===== config.mk =====
export PLATFORM = sky130hd
export DESIGN_NAME = lkh_host_port
export DESIGN_NICKNAME = d
export VERILOG_FILES = /design/src/rtl/lkh_alt_reset.v /design/src/rtl/lkh_gate_seq.v /design/src/rtl/lkh_host_port.v
export VERILOG_INCLUDE_DIRS = /design/src /design/src/include
export SDC_FILE = /design/constraint.sdc
export NUM_CORES = 1
export LEC_CHECK = 0
export BUFFER_PORTS_ARGS = -buffer_cell sky130_fd_sc_hd__buf_2
export CORE_MARGIN = 10
export CORE_UTILIZATION = 32
export CTS_CLUSTER_DIAMETER = 40
export DETAILED_ROUTE_END_ITERATION = 7
export SLEW_MARGIN = 20
export SYNTH_ARGS = -nofsm -noshare
export SYNTH_HDL_FRONTEND = slang
export SYNTH_SLANG_ARGS = --single-unit

===== constraint.sdc =====
create_clock -name clk -period 2.12 [get_ports clk]
set_input_delay 0.318 -clock clk [delete_from_list [all_inputs] [get_ports clk]]
set_output_delay 0.318 -clock clk [all_outputs]
set_load 0.02 [all_outputs]

===== src/include/lkh_regs.vh =====
// Offsets, field positions, command codes, reset values and timing for the host port
`ifndef LKH_REGS_VH
`define LKH_REGS_VH

// Host runtime offsets (host_offset port)
`define LKH_HOST_DATA_OFS 3'h0
`define LKH_HOST_CMD_OFS 3'h4

// Host configuration index of the power control register
`define LKH_CFG_ACTIVATE_IDX 8'h30

// Firmware offsets
`define LKH_FW_DATA_OFS 12'h100
`define LKH_FW_STATUS_OFS 12'h104
`define LKH_FW_CTRL_OFS 12'h108
`define LKH_FW_AUX_OFS 12'h10C
`define LKH_FW_ACTIVATE_OFS 12'h330

// Status byte fields
`define LKH_ST_OBF 0
`define LKH_ST_IBF 1
`define LKH_ST_CD 3
`define LKH_ST_AUX 5

// Firmware control byte fields
`define LKH_CTRL_FW_GATE 0
`define LKH_CTRL_OVERRIDE 1

// Power control byte fields
`define LKH_ACT_BIT 0
`define LKH_ACT_RESET 1'h0

// Port 92 request bit
`define LKH_P92_REQ_BIT 0

// Command codes
`define LKH_CMD_GATE 8'hD1
`define LKH_CMD_FE 8'hFE
`define LKH_CMD_FF 8'hFF

// Gate data bit
`define LKH_GATE_DATA_BIT 1

// Reset values
`define LKH_BYTE_RESET 8'h00

// Timing
`define LKH_CLK_NS 10
`define LKH_TICK_NS 1000
`define LKH_TICK_DIV (`LKH_TICK_NS / `LKH_CLK_NS)
`define LKH_ALT_PULSE_US 4
`define LKH_ALT_PULSE_TICKS (`LKH_ALT_PULSE_US * 1000 / `LKH_TICK_NS)

`endif


===== src/rtl/lkh_alt_reset.v =====
// Alternate host reset pulse generator with re-arm on request release
`timescale 1ns/100ps
`include "lkh_regs.vh"

module lkh_alt_reset
#(
	parameter PULSE_TICKS = `LKH_ALT_PULSE_TICKS,
	parameter CW = 8
)
(
	input wire clk,
	input wire arst_n,
	input wire request,
	input wire tick,
	output reg alt_reset_pulse_n_r
);

	localparam integer LAST_I = PULSE_TICKS - 1;
	localparam [CW-1:0] LAST = LAST_I[CW-1:0];

	reg armed_r;
	reg [CW-1:0] cnt_r;

	always @(posedge clk or negedge arst_n)
	begin
		if (!arst_n)
		begin
			armed_r <= 1'b0;
			cnt_r <= {CW{1'b0}};
			alt_reset_pulse_n_r <= 1'b1;
		end
		else if (!alt_reset_pulse_n_r)
		begin
			armed_r <= 1'b0;
			if (tick)
			begin
				if (cnt_r == LAST)
					alt_reset_pulse_n_r <= 1'b1;
				cnt_r <= cnt_r + 1'b1;
			end
		end
		else if (!request)
			armed_r <= 1'b1;
		else if (armed_r)
		begin
			armed_r <= 1'b0;
			cnt_r <= {CW{1'b0}};
			alt_reset_pulse_n_r <= 1'b0;
		end
	end

endmodule


===== src/rtl/lkh_gate_seq.v =====
// Address-20 gate command sequence decoder
`timescale 1ns/100ps
`include "lkh_regs.vh"

module lkh_gate_seq
(
	input wire clk,
	input wire arst_n,
	input wire sys_rst,
	input wire enable,
	input wire wr,
	input wire is_cmd,
	input wire [7:0] wdata,
	output reg suppress_ibf,
	output reg gate_load,
	output reg gate_val
);

	localparam [1:0] S_IDLE = 2'b00;
	localparam [1:0] S_DATA = 2'b01;
	localparam [1:0] S_TRAIL = 2'b10;

	reg [1:0] state_r;
	reg [1:0] state_nxt;
	reg special;

	always @*
	begin
		state_nxt = state_r;
		suppress_ibf = 1'b0;
		gate_load = 1'b0;
		gate_val = wdata[`LKH_GATE_DATA_BIT];
		special = (wdata == `LKH_CMD_FF) || (wdata == `LKH_CMD_FE) || (wdata == `LKH_CMD_GATE);
		if (wr)
		begin
			if (is_cmd && special)
				suppress_ibf = 1'b1;
			case (state_r)
				S_IDLE:
				begin
					if (is_cmd && wdata == `LKH_CMD_GATE)
						state_nxt = S_DATA;
				end
				S_DATA:
				begin
					if (!is_cmd)
					begin
						gate_load = 1'b1;
						suppress_ibf = 1'b1;
						state_nxt = S_TRAIL;
					end
					else if (wdata == `LKH_CMD_GATE)
						state_nxt = S_DATA;
					else
					begin
						suppress_ibf = 1'b0;
						state_nxt = S_IDLE;
					end
				end
				S_TRAIL:
				begin
					if (is_cmd && wdata == `LKH_CMD_GATE)
						state_nxt = S_DATA;
					else
						state_nxt = S_IDLE;
				end
				default:
					state_nxt = S_IDLE;
			endcase
		end
		if (!enable)
		begin
			gate_load = 1'b0;
			state_nxt = S_IDLE;
		end
	end

	always @(posedge clk or negedge arst_n)
	begin
		if (!arst_n)
			state_r <= S_IDLE;
		else if (sys_rst)
			state_r <= S_IDLE;
		else
			state_r <= state_nxt;
	end

endmodule


===== src/rtl/lkh_host_port.v =====
// Legacy keyboard controller host port with gate and alternate reset logic
`timescale 1ns/100ps
`include "lkh_regs.vh"

// What this block does
// Gate decoding only while firmware override clear
// Gate then other command: invalid, sets input-full
// Unexpected byte returns gate sequencer to idle
// Gate data byte uses only bit one
// Commands FF, FE, D1 set no input-full, except FF or FE written right after D1
// Repeated gate command keeps waiting for data
// Gate output holds unless valid data arrives
// Request bit set produces alternate reset pulse
// Either reset pulse asserts host reset output
// New pulse only after request returns zero
// Clear-set during pulse gives no new pulse
// 1MHz tick stops on sleep or inactive
// Activate bit zero powers block down
// Activate reachable at index 30h, offset 330h
// Host data write: capture, data flag, input-full
// Host command write: capture, command flag, input-full
// Host read offset 0 returns output byte
// Host read offset 4 returns status byte
// Host data read clears output-full and interrupts
// Gate data byte latches gate, no flags
// Firmware input read clears input-full and interrupt
// Alternate pulse width counted in 1MHz ticks
module lkh_host_port
#(
	parameter TICK_DIV = `LKH_TICK_DIV,
	parameter PULSE_TICKS = `LKH_ALT_PULSE_TICKS
)
(
	input wire clk,
	input wire arst_n,
	input wire system_domain_reset,
	input wire kbc_sleep_request,
	input wire io_write_strobe_n,
	input wire io_read_strobe_n,
	input wire [2:0] host_offset,
	input wire [7:0] host_wdata,
	output reg [7:0] host_rdata_r,
	input wire cfg_wr,
	input wire cfg_rd,
	input wire cfg_ldn_match,
	input wire [7:0] cfg_index,
	input wire [7:0] cfg_wdata,
	output reg [7:0] cfg_rdata_r,
	input wire p92_wr,
	input wire [7:0] p92_wdata,
	input wire fw_wr,
	input wire fw_rd,
	input wire [11:0] fw_addr,
	input wire [7:0] fw_wdata,
	output reg [7:0] fw_rdata_r,
	input wire kbc_reset_pulse_n,
	output reg host_cpu_reset_r,
	output reg addr20_gate_out_r,
	output reg input_full_irq_r,
	output reg primary_out_full_irq_r,
	output reg aux_out_full_irq_r
);

	reg activate_r;
	reg override_r;
	reg fw_gate_r;
	reg host_gate_r;
	reg alt_host_reset_request_r;
	reg [7:0] in_byte_r;
	reg [7:0] out_byte_r;
	reg input_full_flag_r;
	reg output_full_flag_r;
	reg cmd_flag_r;
	reg aux_flag_r;
	reg [7:0] div_r;
	reg tick_r;
	reg [7:0] status;

	wire host_wr;
	wire host_rd;
	wire host_data_sel;
	wire host_cmd_sel;
	wire host_wr_data;
	wire host_wr_cmd;
	wire host_rd_data;
	wire fw_rd_data;
	wire fw_wr_data;
	wire fw_wr_aux;
	wire tick_run;
	wire suppress_ibf;
	wire gate_load;
	wire gate_val;
	wire alt_reset_pulse_n;
	wire cfg_act_sel;

	localparam integer DIV_LAST_I = TICK_DIV - 1;
	localparam [7:0] DIV_LAST = DIV_LAST_I[7:0];

	assign host_data_sel = (host_offset == `LKH_HOST_DATA_OFS);
	assign host_cmd_sel = (host_offset == `LKH_HOST_CMD_OFS);
	assign host_wr = !io_write_strobe_n && activate_r;
	assign host_rd = !io_read_strobe_n && activate_r;
	assign host_wr_data = host_wr && host_data_sel;
	assign host_wr_cmd = host_wr && host_cmd_sel;
	assign host_rd_data = host_rd && host_data_sel;
	assign fw_rd_data = fw_rd && (fw_addr == `LKH_FW_DATA_OFS);
	assign fw_wr_data = fw_wr && (fw_addr == `LKH_FW_DATA_OFS);
	assign fw_wr_aux = fw_wr && (fw_addr == `LKH_FW_AUX_OFS);
	assign cfg_act_sel = cfg_ldn_match && (cfg_index == `LKH_CFG_ACTIVATE_IDX);
	assign tick_run = activate_r && !kbc_sleep_request;

	// Status byte as seen by host and firmware
	always @*
	begin
		status = `LKH_BYTE_RESET;
		status[`LKH_ST_OBF] = output_full_flag_r;
		status[`LKH_ST_IBF] = input_full_flag_r;
		status[`LKH_ST_CD] = cmd_flag_r;
		status[`LKH_ST_AUX] = aux_flag_r;
	end

	lkh_gate_seq u_gate_seq
	(
		.clk(clk),
		.arst_n(arst_n),
		.sys_rst(system_domain_reset),
		.enable(!override_r),
		.wr(host_wr_data || host_wr_cmd),
		.is_cmd(host_wr_cmd),
		.wdata(host_wdata),
		.suppress_ibf(suppress_ibf),
		.gate_load(gate_load),
		.gate_val(gate_val)
	);

	lkh_alt_reset #(.PULSE_TICKS(PULSE_TICKS), .CW(8)) u_alt_reset
	(
		.clk(clk),
		.arst_n(arst_n),
		.request(alt_host_reset_request_r),
		.tick(tick_r),
		.alt_reset_pulse_n_r(alt_reset_pulse_n)
	);

	// 1MHz tick from the system clock
	always @(posedge clk or negedge arst_n)
	begin
		if (!arst_n)
		begin
			div_r <= 8'h00;
			tick_r <= 1'b0;
		end
		else if (!tick_run)
		begin
			div_r <= 8'h00;
			tick_r <= 1'b0;
		end
		else if (div_r == DIV_LAST)
		begin
			div_r <= 8'h00;
			tick_r <= 1'b1;
		end
		else
		begin
			div_r <= div_r + 8'h01;
			tick_r <= 1'b0;
		end
	end

	// Power control and port 92 request, main-power reset only
	always @(posedge clk or negedge arst_n)
	begin
		if (!arst_n)
		begin
			activate_r <= `LKH_ACT_RESET;
			alt_host_reset_request_r <= 1'b0;
		end
		else
		begin
			if (cfg_wr && cfg_act_sel)
				activate_r <= cfg_wdata[`LKH_ACT_BIT];
			else if (fw_wr && fw_addr == `LKH_FW_ACTIVATE_OFS)
				activate_r <= fw_wdata[`LKH_ACT_BIT];
			if (p92_wr)
				alt_host_reset_request_r <= p92_wdata[`LKH_P92_REQ_BIT];
		end
	end

	// Host and firmware data path
	always @(posedge clk or negedge arst_n)
	begin
		if (!arst_n)
		begin
			in_byte_r <= `LKH_BYTE_RESET;
			out_byte_r <= `LKH_BYTE_RESET;
			input_full_flag_r <= 1'b0;
			output_full_flag_r <= 1'b0;
			cmd_flag_r <= 1'b0;
			aux_flag_r <= 1'b0;
			primary_out_full_irq_r <= 1'b0;
			aux_out_full_irq_r <= 1'b0;
			input_full_irq_r <= 1'b0;
			override_r <= 1'b0;
			fw_gate_r <= 1'b0;
			host_gate_r <= 1'b0;
		end
		else if (system_domain_reset)
		begin
			in_byte_r <= `LKH_BYTE_RESET;
			out_byte_r <= `LKH_BYTE_RESET;
			input_full_flag_r <= 1'b0;
			output_full_flag_r <= 1'b0;
			cmd_flag_r <= 1'b0;
			aux_flag_r <= 1'b0;
			primary_out_full_irq_r <= 1'b0;
			aux_out_full_irq_r <= 1'b0;
			input_full_irq_r <= 1'b0;
			override_r <= 1'b0;
			fw_gate_r <= 1'b0;
			host_gate_r <= 1'b0;
		end
		else
		begin
			if (host_wr_data || host_wr_cmd)
			begin
				in_byte_r <= host_wdata;
				cmd_flag_r <= host_wr_cmd;
			end
			if ((host_wr_data || host_wr_cmd) && !suppress_ibf)
			begin
				input_full_flag_r <= 1'b1;
				input_full_irq_r <= 1'b1;
			end
			else if (fw_rd_data)
			begin
				input_full_flag_r <= 1'b0;
				input_full_irq_r <= 1'b0;
			end
			if (gate_load)
				host_gate_r <= gate_val;
			if (fw_wr_data || fw_wr_aux)
			begin
				out_byte_r <= fw_wdata;
				output_full_flag_r <= 1'b1;
				aux_flag_r <= fw_wr_aux;
				primary_out_full_irq_r <= fw_wr_data;
				aux_out_full_irq_r <= fw_wr_aux;
			end
			else if (host_rd_data)
			begin
				output_full_flag_r <= 1'b0;
				primary_out_full_irq_r <= 1'b0;
				aux_out_full_irq_r <= 1'b0;
			end
			if (fw_wr && fw_addr == `LKH_FW_CTRL_OFS)
			begin
				override_r <= fw_wdata[`LKH_CTRL_OVERRIDE];
				fw_gate_r <= fw_wdata[`LKH_CTRL_FW_GATE];
			end
		end
	end

	// Registered outputs and read data
	always @(posedge clk or negedge arst_n)
	begin
		if (!arst_n)
		begin
			host_rdata_r <= `LKH_BYTE_RESET;
			cfg_rdata_r <= `LKH_BYTE_RESET;
			fw_rdata_r <= `LKH_BYTE_RESET;
			host_cpu_reset_r <= 1'b0;
			addr20_gate_out_r <= 1'b0;
		end
		else
		begin
			host_cpu_reset_r <= !(alt_reset_pulse_n && kbc_reset_pulse_n);
			addr20_gate_out_r <= override_r ? fw_gate_r : host_gate_r;
			if (host_rd)
			begin
				if (host_data_sel)
					host_rdata_r <= out_byte_r;
				else if (host_cmd_sel)
					host_rdata_r <= status;
				else
					host_rdata_r <= `LKH_BYTE_RESET;
			end
			if (cfg_rd)
				cfg_rdata_r <= cfg_act_sel ? {7'h00, activate_r} : `LKH_BYTE_RESET;
			if (fw_rd)
			begin
				case (fw_addr)
					`LKH_FW_DATA_OFS:
						fw_rdata_r <= in_byte_r;
					`LKH_FW_STATUS_OFS:
						fw_rdata_r <= status;
					`LKH_FW_CTRL_OFS:
						fw_rdata_r <= {6'h00, override_r, addr20_gate_out_r};
					`LKH_FW_AUX_OFS:
						fw_rdata_r <= out_byte_r;
					`LKH_FW_ACTIVATE_OFS:
						fw_rdata_r <= {7'h00, activate_r};
					default:
						fw_rdata_r <= `LKH_BYTE_RESET;
				endcase
			end
		end
	end

endmodule

=== Word level (Yosys, flattened, before mapping) ===
Cells that the tools add are included.

* Register bits: 74
* Bits of input ports: 68
* Word-level logic and storage cells: 145

* $add $sub $neg: 2
* Equality and inequality tests: 17
* Multiplexer cells: 63
* Reductions and logical operators: 39

{| class="wikitable"
|+ Operator list
! operator !! number
|-
| $mux 8 || 11
|-
| $eq 12x9->1 const B || 4
|-
| $mux 1 || 44
|-
| $pmux 8 s5 || 1
|-
| $eq 8x8->1 const B || 3
|-
| $logic_and 1x1->1 || 17
|-
| $add 8x1->8 const B || 2
|-
| $eq 12x10->1 const B || 1
|-
| $reduce_bool 2->1 || 6
|-
| $mux 2 || 5
|-
| $reduce_bool 3->1 || 3
|-
| $eq 8x2->1 const B || 1
|-
| $eq 8x6->1 const B || 1
|-
| $eq 8x7->1 const B || 1
|-
| $mux 6 || 1
|-
| $pmux 2 s3 || 1
|-
| $logic_not 1->1 || 5
|-
| $logic_or 1x1->1 || 4
|-
| $ne 2x2->1 const B || 2
|-
| $ne 4x3->1 const B || 1
|-
| $eq 3x3->1 const B || 1
|-
| $logic_not 3->1 || 1
|-
| $reduce_and 3->1 || 1
|-
| $eq 2x1->1 const B || 1
|-
| 3 further kinds || 3
|}

=== Longest topological paths before layout ===
Gate-level depths: netlist of the first run.

* Depth in word-level cells: 13
* Depth in mapped cells: 6

=== By module ===
A second synthesis of the first run with hierarchy kept.

* Cells, all modules: 328
* Area, all modules: 3,375.7 µm²

{| class="wikitable"
|+ By module, submodules not included
! module !! instances !! cells an instance !! area an instance (µm²) !! seq. area each (µm²)
|-
| lkh_host_port || 1 || 255 || 2,680.1 || 1,376.3
|-
| lkh_alt_reset || 1 || 50 || 531.8 || 251.5
|-
| lkh_gate_seq || 1 || 23 || 163.9 || 50.0
|}

=== Worst setup path after synthesis of the first run ===
No wires, ideal clock.

* Path type: input-to-reg
* Start: input fw_addr[7]
* End: register out_byte_r[6]
* Library setup time: 0.137 ns
* Arrival time: 1.641 ns
* Required time: 1.983 ns
* Slack: 0.342 ns
* Stages: 6
* Path buffers: 2
* Cell sequence: or3b_1 buf_4 or4_1 buf_2 o21ai_1 a21oi_1

* Longest elaborated chain between the ends: 4
* Elaborated cells between the ends (all ways): 6
* Those cells by class: eq/ne: 2; reduce/logical: 4

{| class="wikitable"
|+ RTL lines
! element !! line !! RTL
|-
| start, declared || lkh_host_port.v:53 || <nowiki>input wire [11:0] fw_addr,</nowiki>
|-
| $eq 12x9->1 || -- ||
|-
| $logic_and 1x1->1, on equally long branches || lkh_host_port.v:107, lkh_host_port.v:108 ||
|-
| $logic_or 1x1->1 (*) || lkh_host_port.v:241 || <nowiki>if (fw_wr_data || fw_wr_aux)</nowiki>
|-
| $reduce_bool 2->1 (no line) (*) || -- ||
|-
| end signal, assigned || lkh_host_port.v:195 || <nowiki>out_byte_r <= `LKH_BYTE_RESET;</nowiki>
|-
| end signal, assigned || lkh_host_port.v:210 || <nowiki>out_byte_r <= `LKH_BYTE_RESET;</nowiki>
|-
| end signal, assigned || lkh_host_port.v:243 || <nowiki>out_byte_r <= fw_wdata;</nowiki>
|-
| end, declared || lkh_host_port.v:70 || <nowiki>reg [7:0] out_byte_r;</nowiki>
|}

Every way passes the cells marked *; elsewhere a longest branch is shown, timed or not.
A chain may end at the register's enable or synchronous reset.

=== Final worst setup path of the first run ===
* Start: register activate_r
* End: register u_gate_seq.state_r[0]

* Longest elaborated chain between the ends: 8
* Elaborated cells between the ends (all ways): 14
* Those cells by class: eq/ne: 1; mux: 6; reduce/logical: 7

{| class="wikitable"
|+ RTL lines
! element !! line !! RTL
|-
| start, declared || lkh_host_port.v:64 || <nowiki>reg activate_r;</nowiki>
|-
| start signal, assigned || lkh_host_port.v:175 || <nowiki>activate_r <= `LKH_ACT_RESET;</nowiki>
|-
| start signal, assigned || lkh_host_port.v:181 || <nowiki>activate_r <= cfg_wdata[`LKH_ACT_BIT];</nowiki>
|-
| start signal, assigned || lkh_host_port.v:183 || <nowiki>activate_r <= fw_wdata[`LKH_ACT_BIT];</nowiki>
|-
| $logic_and 1x1->1 (*) || lkh_host_port.v:101 || <nowiki>assign host_wr = !io_write_strobe_n && activate_r;</nowiki>
|-
| $logic_and 1x1->1 || lkh_host_port.v:104 || <nowiki>assign host_wr_cmd = host_wr && host_cmd_sel;</nowiki>
|-
| $logic_and 1x1->1 (no line) || -- ||
|-
| $mux 1 || lkh_gate_seq.v:62 || <nowiki>if (is_cmd && wdata == `LKH_CMD_GATE)</nowiki>
|-
| $pmux 2 s3 || lkh_gate_seq.v:38 || <nowiki>case (state_r)</nowiki>
|-
| $mux 2 || lkh_gate_seq.v:34 || <nowiki>if (wr)</nowiki>
|-
| $mux 2 || lkh_gate_seq.v:71 || <nowiki>if (!enable)</nowiki>
|-
| $mux 2 || lkh_gate_seq.v:82 || <nowiki>else if (sys_rst)</nowiki>
|-
| end signal, assigned || lkh_gate_seq.v:85 || <nowiki>state_r <= state_nxt;</nowiki>
|-
| end, declared || lkh_gate_seq.v:23 || <nowiki>reg [1:0] state_r;</nowiki>
|}

Every way passes the cells marked *; elsewhere a longest branch is shown, timed or not. The select of a mux whose other input is x is not followed.

==> metrics, run 1 <==
Final Cycle Share=81.1%; Design Power=0.00267 W; TritonCTS clock tree=yes; CTS Buffer Depth=2; Post-synth top flop=dfrtp_1; Root Driver=clkbuf_8; crit path launch type=flop; total core area=10,300 um2; drt via density=4.98; full die area=15,000 um2; area leader, netlist=dfrtp_1; Fillers=1,059; final worst path period need=1720 ps; FF+latch count, synth=67; ANT cells=0; Commonest cells post-synth=dfrtp_1 (66), nand2_1 (43), a21oi_1 (25), o21ai_0 (19), nor2_1 (18); register area share after synthesis=49.8%; TritonCTS Sinks=67; Worst slew margin=62.6%; Netlist cell types=56; WHS=130 ps; Pwr Density=646 nW/um2; Post-CTS Setup Inserts=0; antenna violations before repair=0; post-synthesis area per instance=9.83 um2; final setup vio count=0; Layout Nets=493; critical path fanouts, max=8; total track usage=12.3%; crit path capture type=flop; design area=4130 um2; Worst VDD drop=0.000379 V; most common cell in the netlist=dfrtp_1; first-pass GRT wire length=14,600 um; Fin. Hold Viols=0; GRT overflow=0; largest net degree at the start of global routing=44; worst path required time=2370 ps; CP Class=flop to flop; Cells after Synth=343; final WL=8920 um; Routed Antenna Nets=0; vias in the first global route=2,937; Post-Layout Cell Count=564; IO Count=97; Slew @ Worst Pin=561 ps; Post-Syn Area=3370 um2; routability cong.=0.827; initial core utilization=32.8%; Pre-antenna DRT Iters=4; CTS Buf Count=9; Area Overhead vs Synth=22.6%; num rows=37; Syn. warnings=0; placed cells=547; via count=2,808; max-slew violations=0; Worst Hold Class=input pin to flop; Worst-path clk slew=80 ps; post-route DRC violation count=0; Post-synth EDFFs=0; clock insertion delay at the later pin of the skew report=340 ps; cell types occupying the most area after synthesis=dfrtp_1 (49%), nand2_1 (4.8%), mux2i_1 (3.9%); Iteration-0 DRC Markers=144; Worst Skew=12.1 ps; htree depth=3; layout cells sized above 1=27.8%; Arrival @ worst endpoint=1970 ps; top-area cell type share of the netlist area=49.0%; Max-Cap Viols=0; Placed Area=3900 um2; IO buf count=75; WL/cell=15.8 um; RSZ-0062 raised after global routing=no; Chip Width=123 um; Setup TNS=0 ps; dpl hpwl=6810 um; run status=completed; Synth async-reset ratio=100%; Pleak=1.83 nW; Max Clk Rate=0.581 GHz; die height=123 um
## metal layers
metal / wire length [um] / GRT usage [%] / vias up
li1: - / - / 1380
met1: 3970 / 15.1 / 1354
met4: 188 / 5.74 / 0
met3: 459 / 2.94 / 13
met2: 4310 / 20.1 / 61
met5: 0 / 0 / -
## through the flow
| step | setup slack (ps) | utilization (%) |
|---|---|---|
| after floorplan | 342 | - |
| after global placement | 115 | 37.9 |
| after detailed placement | 110 | 37.9 |
| after CTS | 388 | 40.2 |
| after global routing | 280 | 40.2 |
| final | 400 | 40.2 |
## final timing paths
kind | start | to | slack, ps | cells after the start
worst max-delay path | activate_r | u_gate_seq.state_r[0] | 400 | 3
worst min-delay path | kbc_reset_pulse_n | host_cpu_reset_r | 130 | 2
worst max register to register | activate_r | u_gate_seq.state_r[0] | 400 | 3
worst min register to register | alt_host_reset_request_r | u_alt_reset.armed_r | 480 | 1
max in group asynchronous | arst_n | u_alt_reset.alt_reset_pulse_n_r | 1120 | 3
min in group asynchronous | arst_n | host_rdata_r[0] | 510 | 3
## flip-flops by register name, indices dropped and copies added (netlist names), 2 cells and up
register,count
fw_rdata_r,8
host_rdata_r,8
div_r,8
in_byte_r,8
out_byte_r,8
u_alt_reset.cnt_r,8
u_gate_seq.state_r,2
## worst max-delay path, stage by stage, from the launching register on
cell      delay [ps]
dfrtp_1          500
or4b_1           540
a2111o_1         420
a211oi_2         170
## what timing repair did
action | CTS | global route
hold buffers | 1 | 0
resized for setup | 0 | 0
hold endpoints to repair | 24 | 0
## area by class of cell
| type | instances | area [um2] | area share [%] |
|---|---|---|---|
| inverters | 11 | 41.3 | 0.999 |
| flip-flops and latches | 67 | 1680 | 40.6 |
| clock buffers | 9 | 124 | 3.00 |
| well taps | 136 | 170 | 4.12 |
| multi-input cells | 246 | 1550 | 37.4 |
| clock inverters | 7 | 100 | 2.42 |
| repair buffers | 88 | 475 | 11.5 |
## logic make-up (layout without fill, tap and decap cells)
kind of cell	Yosys count	count (layout)	synth area share [%]
buffers and inverters	36	115	5.08
XOR/XNOR	7	7	1.82
AO/OA/AOI/OAI	83	83	15.4
AND/OR/NAND/NOR	131	131	21.9
other	1	7	0.111
multiplexers	16	16	5.19
adder cells (fa/ha/maj)	2	2	0.742
flip-flops	67	67	49.8
## cells in the final DEF, fill, tap and decap left out, types with 7 or more instances in the layout
cell,instances
nand2_1,43
conb_1,7
nor2_1,18
inv_1,11
dfrtp_1,66
clkbuf_8,9
buf_4,12
nand3_1,13
o21ai_0,19
buf_2,75
a21oi_1,25
o21ai_1,8
mux2i_1,13
nand4_1,15
## power by group
group | total, W | leakage [nW] | internal [W] | switching (W)
Clock | 0.00120 | 0.114 | 0.000672 | 0.000523
Combinational | 0.000189 | 0.795 | 0.0000661 | 0.000123
Sequential | 0.00129 | 0.925 | 0.00128 | 0.00000547
Total | 0.00267 | 1.83 | 0.00202 | 0.000652
Note: power is estimated with default switching activity, not from simulation.
==> run 2, diff against run 1 <==
ABC_AREA = 1   (was unset)
clock period = 1.5 ns   (was 2.12 ns; I/O delays follow)
==> metrics, run 2 <==
cell chain of the critical path=inv_2 > nor2_1 > nand2_2 > nor2_4 > nand3b_1 > nand2_1 > nand3b_1 > o21ai_0; RSZ-0062 raised after global routing=no; Net Sw Frac=26.9%; Worst path max stage delay=390 ps; clock insertion delay at the later pin of the skew report=350 ps; Top Family by Delay on Critical Path=simple AND/OR/NAND/NOR gates; CP Class=flop to flop; Setup TNS=0 ps; final WL=9100 um; CTS Buffer Depth=2; final setup vio count=0; area leader, netlist=dfrtp_1; antenna violations before repair=0; Post-synth top flop=dfrtp_1; Worst-path clk slew=80 ps; TritonCTS clock tree=yes; full die area=15,000 um2; layout cells sized above 1=23.2%; CP max stage cell=dfrtp_1; top-area cell type share of the netlist area=49.2%; Pint=0.00254 W; IO Count=97; Chip Width=122 um; Worst Hold Class=input pin to flop; Seq pwr share=53.2%; initial core utilization=32.6%; die height=122 um; largest net degree at the start of global routing=45; Worst Skew=10.0 ps; combinational share of power=9.5%; worst path required time=1760 ps; Pleak=2.10 nW; ANT cells=0; run status=completed; commonest non-fill, non-tap cells in the layout=nand2_1 (78), buf_2 (75), dfrtp_1 (66); Routed Antenna Nets=0; htree depth=3; Arrival @ worst endpoint=1630 ps; post-synthesis area per instance=8.01 um2; CP dominant cell by count=nand3b_1; register area share after synthesis=50.0%; Area Overhead vs Synth=23.9%; first-pass GRT wire length=15,200 um; Pwr Density=837 nW/um2; Fin. Hold Viols=0; num rows=37; net load switching power=0.000936 W; Fillers=1,068; max-slew violations=0; routability cong.=0.838; TritonCTS Sinks=67; Post-Layout Cell Count=658; drt via density=4.62; Max Clk Rate=0.732 GHz; total track usage=12.7%; Worst VDD drop=0.000301 V; post-route DRC violation count=0; crit path capture type=flop; Cells after Synth=419; WL/cell=13.8 um; IO buf count=75; via count=3,038; Commonest cells post-synth=nand2_1 (78), dfrtp_1 (66), inv_1 (63), nand3_1 (59), nor2_1 (43); Syn. warnings=0; Root Driver=clkbuf_8; Layout Nets=587; Netlist cell types=34; fin worst setup slack=134 ps; Pre-antenna DRT Iters=4; most common cell in the netlist=nand2_1; cell types occupying the most area after synthesis=dfrtp_1 (49%), nand3_1 (8.8%), nand2_1 (8.7%); Final Cycle Share=91.1%; final worst path period need=1370 ps; Post-synth EDFFs=0; clock group share of total power=37.3%; Placement Setup Slack=25.1 ps; most common cell after layout, fill and taps aside=nand2_1; dpl hpwl=7300 um; Buf/Inv on CP=1; total core area=10,300 um2; vias in the first global route=3,173; Post-Syn Area=3350 um2; GRT overflow=0; Iteration-0 DRC Markers=148; Synth async-reset ratio=100%; FF+latch count, synth=67; crit path launch type=flop; CTS Buf Count=9; placed cells=640; Max-Cap Viols=0; critical path fanouts, max=6
-- run 2: changes by cell type after synthesis, moves of 5 or more --
cell	previous run	this run
inv_1	11	63
nor2_2	0	5
nand2_1	43	78
nand3_1	13	59
nor2b_1	6	0
buf_2	5	0
nand3b_1	0	5
a21oi_1	25	5
clkbuf_1	10	1
mux2i_1	13	0
nor2_1	18	43
nand2b_1	6	0
-- run 2: cell type report --
cell class,instances,area (um2),share of cell area [%]
flip-flops and latches,67,1680,40.4
multi-input cells,282,1380,33.2
repair buffers,93,526,12.6
clock buffers,11,131,3.16
inverters,64,240,5.78
well taps,136,170,4.09
clock inverters,5,30.0,0.722
-- run 2: path summary, 6_finish.rpt --
check / start / end / slack (ps) / depth (start not counted)
min reg2reg: u_alt_reset.alt_reset_pulse_n_r / host_cpu_reset_r / 470 / 1
max reg2reg: activate_r / u_gate_seq.state_r[0] / 130 / 8
max: activate_r / u_gate_seq.state_r[0] / 130 / 8
min in group asynchronous: arst_n / u_alt_reset.cnt_r[5] / 300 / 2
min: kbc_reset_pulse_n / host_cpu_reset_r / 40 / 2
max in group asynchronous: arst_n / u_alt_reset.alt_reset_pulse_n_r / 650 / 3
-- run 2: logic make-up (layout without fill, tap and decap cells) --
family                     after synthesis  count (layout)  share of synthesized area (%)
and+or+nand+nor                        218             218                           29.8
DFF                                     67              67                           50.0
buffers and inverters                   76             173                           9.62
muxes                                    1               1                          0.336
other                                    1               7                          0.112
AOI/OAI and AO/OA                       50              50                           8.36
adders and majority gates                2               2                          0.746
xor gates and xnor gates                 4               4                           1.04
-- run 2: power groups by stage --
stage          Combinational, W  Sequential [W]  Clock (W)
2_1_floorplan          0.000147         0.00189          0
3_3_place_gp           0.000320         0.00189          0
3_5_place_dp           0.000332         0.00189          0
4_1_cts                0.000335         0.00185    0.00134
5_1_grt                0.000380         0.00185    0.00142
6_report               0.000330         0.00185    0.00130
-- run 2: per-stage QoR --
step	hold slack, ps	utilization, %	area (um2)	total power, W
4_1_cts	24.3	40.3	4140	0.00352
6_report	36.0	40.4	4160	0.00348
3_5_place_dp	133	38.7	3970	0.00222
3_3_place_gp	121	38.7	3970	0.00221
2_1_floorplan	-70.6	-	3380	0.00204
5_1_grt	18.1	40.4	4160	0.00366
-- run 2: per-layer routing --
metal / vias to the layer above / part of all wire [%] / wire [um] / track usage (%)
li1: 1556 / - / - / -
met1: 1389 / 43 / 3900 / 14.9
met2: 82 / 49 / 4460 / 21.4
met3: 11 / 6.8 / 621 / 4.36
met4: 0 / 1.3 / 118 / 3.90
met5: - / 0 / 0 / 0
-- run 2: timing repair --
| item | CTS | global route |
|---|---|---|
| hold endpoints to repair | 10 | 0 |
| resized for setup | 0 | 1 |
| hold buffers | 1 | 0 |
| endpoints found under the setup margin | 0 | 3 |
| buffers inserted | 0 | 1 |
-- run 2: worst register-to-register path, stage by stage (launching register included) --
cell,delay (ps)
dfrtp_1,390
inv_2,90
nor2_1,120
nand2_2,130
nor2_4,130
nand3b_1,130
nand2_1,140
nand3b_1,80
o21ai_0,80
==> run 3, diff against run 2 <==
==> constraint.sdc (replaced) <==
create_clock -name clk -period 1.5 [get_ports clk]
set_input_delay 0.3 -clock clk [delete_from_list [all_inputs] [get_ports clk]]
set_output_delay 0.3 -clock clk [all_outputs]
set_load 0.02 [all_outputs]
==> metrics, run 3 (synthesized netlist as in run 2, its figures left out) <==
run status=completed; vias in the first global route=3,310; initial core utilization=32.6%; first-pass GRT wire length=15,300 um; ANT cells=0; total track usage=12.6%; Pwr Density=881 nW/um2; Worst path max stage delay=370 ps; CTS Buf Count=9; antenna violations before repair=0; CTS Buffer Depth=2; IO buf count=75; Pre-antenna DRT Iters=4; commonest non-fill, non-tap cells in the layout=nand2_1 (77), buf_2 (75), dfrtp_1 (66); R2R Path End=u_gate_seq.state_r[0]; Layout Nets=588; Arrival @ worst endpoint=1580 ps; hold_sp=kbc_reset_pulse_n; cell chain of the critical path=inv_2 > nor2_1 > nand2_2 > nor2_4 > nand3b_1 > nand2_2 > nand3b_1 > o21ai_0; drt via density=4.66; Root Driver=clkbuf_8; full die area=15,000 um2; reg2reg setup slack=170 ps; fin worst setup slack=173 ps; dpl hpwl=7200 um; largest net degree at the start of global routing=68; die height=122 um; Fin. Hold Viols=0; cells on worst reg2reg path=8; TritonCTS clock tree=yes; Buf/Inv on CP=1; CP Class=flop to flop; Worst Hold Class=input pin to flop; FF-to-FF Start=activate_r; via count=3,070; Worst VDD drop=0.000474 V; final setup vio count=0; max-slew violations=0; worst path required time=1760 ps; Max Clk Rate=0.754 GHz; crit path launch type=flop; TritonCTS Sinks=67; WHS=111 ps; final WL=9140 um; final worst path period need=1330 ps; Placement Setup Slack=12.9 ps; routability cong.=0.838; Chip Width=122 um; Iteration-0 DRC Markers=188; layout cells sized above 1=24.3%; Max-Cap Viols=0; clock insertion delay at the later pin of the skew report=340 ps; Design Power=0.00371 W; Worst Skew=9.42 ps; Final Cycle Share=88.4%; critical path fanouts, max=6; Setup TNS=0 ps; hold endpoint=host_cpu_reset_r; WL/cell=13.9 um; most common cell after layout, fill and taps aside=nand2_1; IO Count=97; Min-Delay Path Depth=2; htree depth=3; crit path capture type=flop; Top Family by Delay on Critical Path=simple AND/OR/NAND/NOR gates; Worst-path clk slew=80 ps; Final Util=41.0%; Routed Antenna Nets=0; GRT overflow=0; num rows=37; total core area=10,300 um2; post-route DRC violation count=0; CP max stage cell=dfrtp_1; Area Overhead vs Synth=25.7%; Critical Path Source=activate_r; Pleak=2.13 nW
## run 3: layer usage
metal	wire, um	up-vias	share of wire (%)	track usage (%)
li1	-	1555	-	-
met4	87	0	0.95	2.87
met1	4050	1423	44	14.5
met3	544	10	6.0	4.04
met2	4460	82	49	22.2
met5	0	-	0	0
## run 3: what timing repair did
item                                   CTS  global route
hold buffers                             1             0
resized for setup                        0             4
buffers inserted                         0             1
setup endpoints to repair                0             4
endpoints found under the hold margin   66             0
## run 3: cell type report
class	count	area, um2
Inverter	64	240
Clock buffer	10	138
Sequential cell	67	1680
Tap cell	136	170
Timing Repair Buffer	94	533
Multi-Input combinational cell	282	1390
Clock inverter	6	63.8
Fill cell	1036	6060
## run 3: how the worst max path moves through the flow
stage,endpoint,depth (start not counted)
final,u_gate_seq.state_r[0],8
after global routing,u_gate_seq.state_r[1],8
after CTS,u_gate_seq.state_r[1],8
after detailed placement,out_byte_r[3],9
after global placement,out_byte_r[4],9
after floorplan,out_byte_r[2],9
## run 3: power breakdown
| group | switching, W | total [W] | internal, W | leakage, nW |
|---|---|---|---|---|
| logic | 0.000215 | 0.000336 | 0.000121 | 1.11 |
| registers | 0.0000188 | 0.00185 | 0.00183 | 0.915 |
| clock network | 0.000715 | 0.00153 | 0.000813 | 0.0987 |
| total | 0.000948 | 0.00371 | 0.00277 | 2.13 |
## run 3: metrics by stage
stage / area, um2 / cells
5_1_grt: 4220 / 659
2_1_floorplan: 3380 / 425
3_3_place_gp: 3980 / 641
6_report: 4220 / 659
4_1_cts: 4190 / 658
3_5_place_dp: 3980 / 641
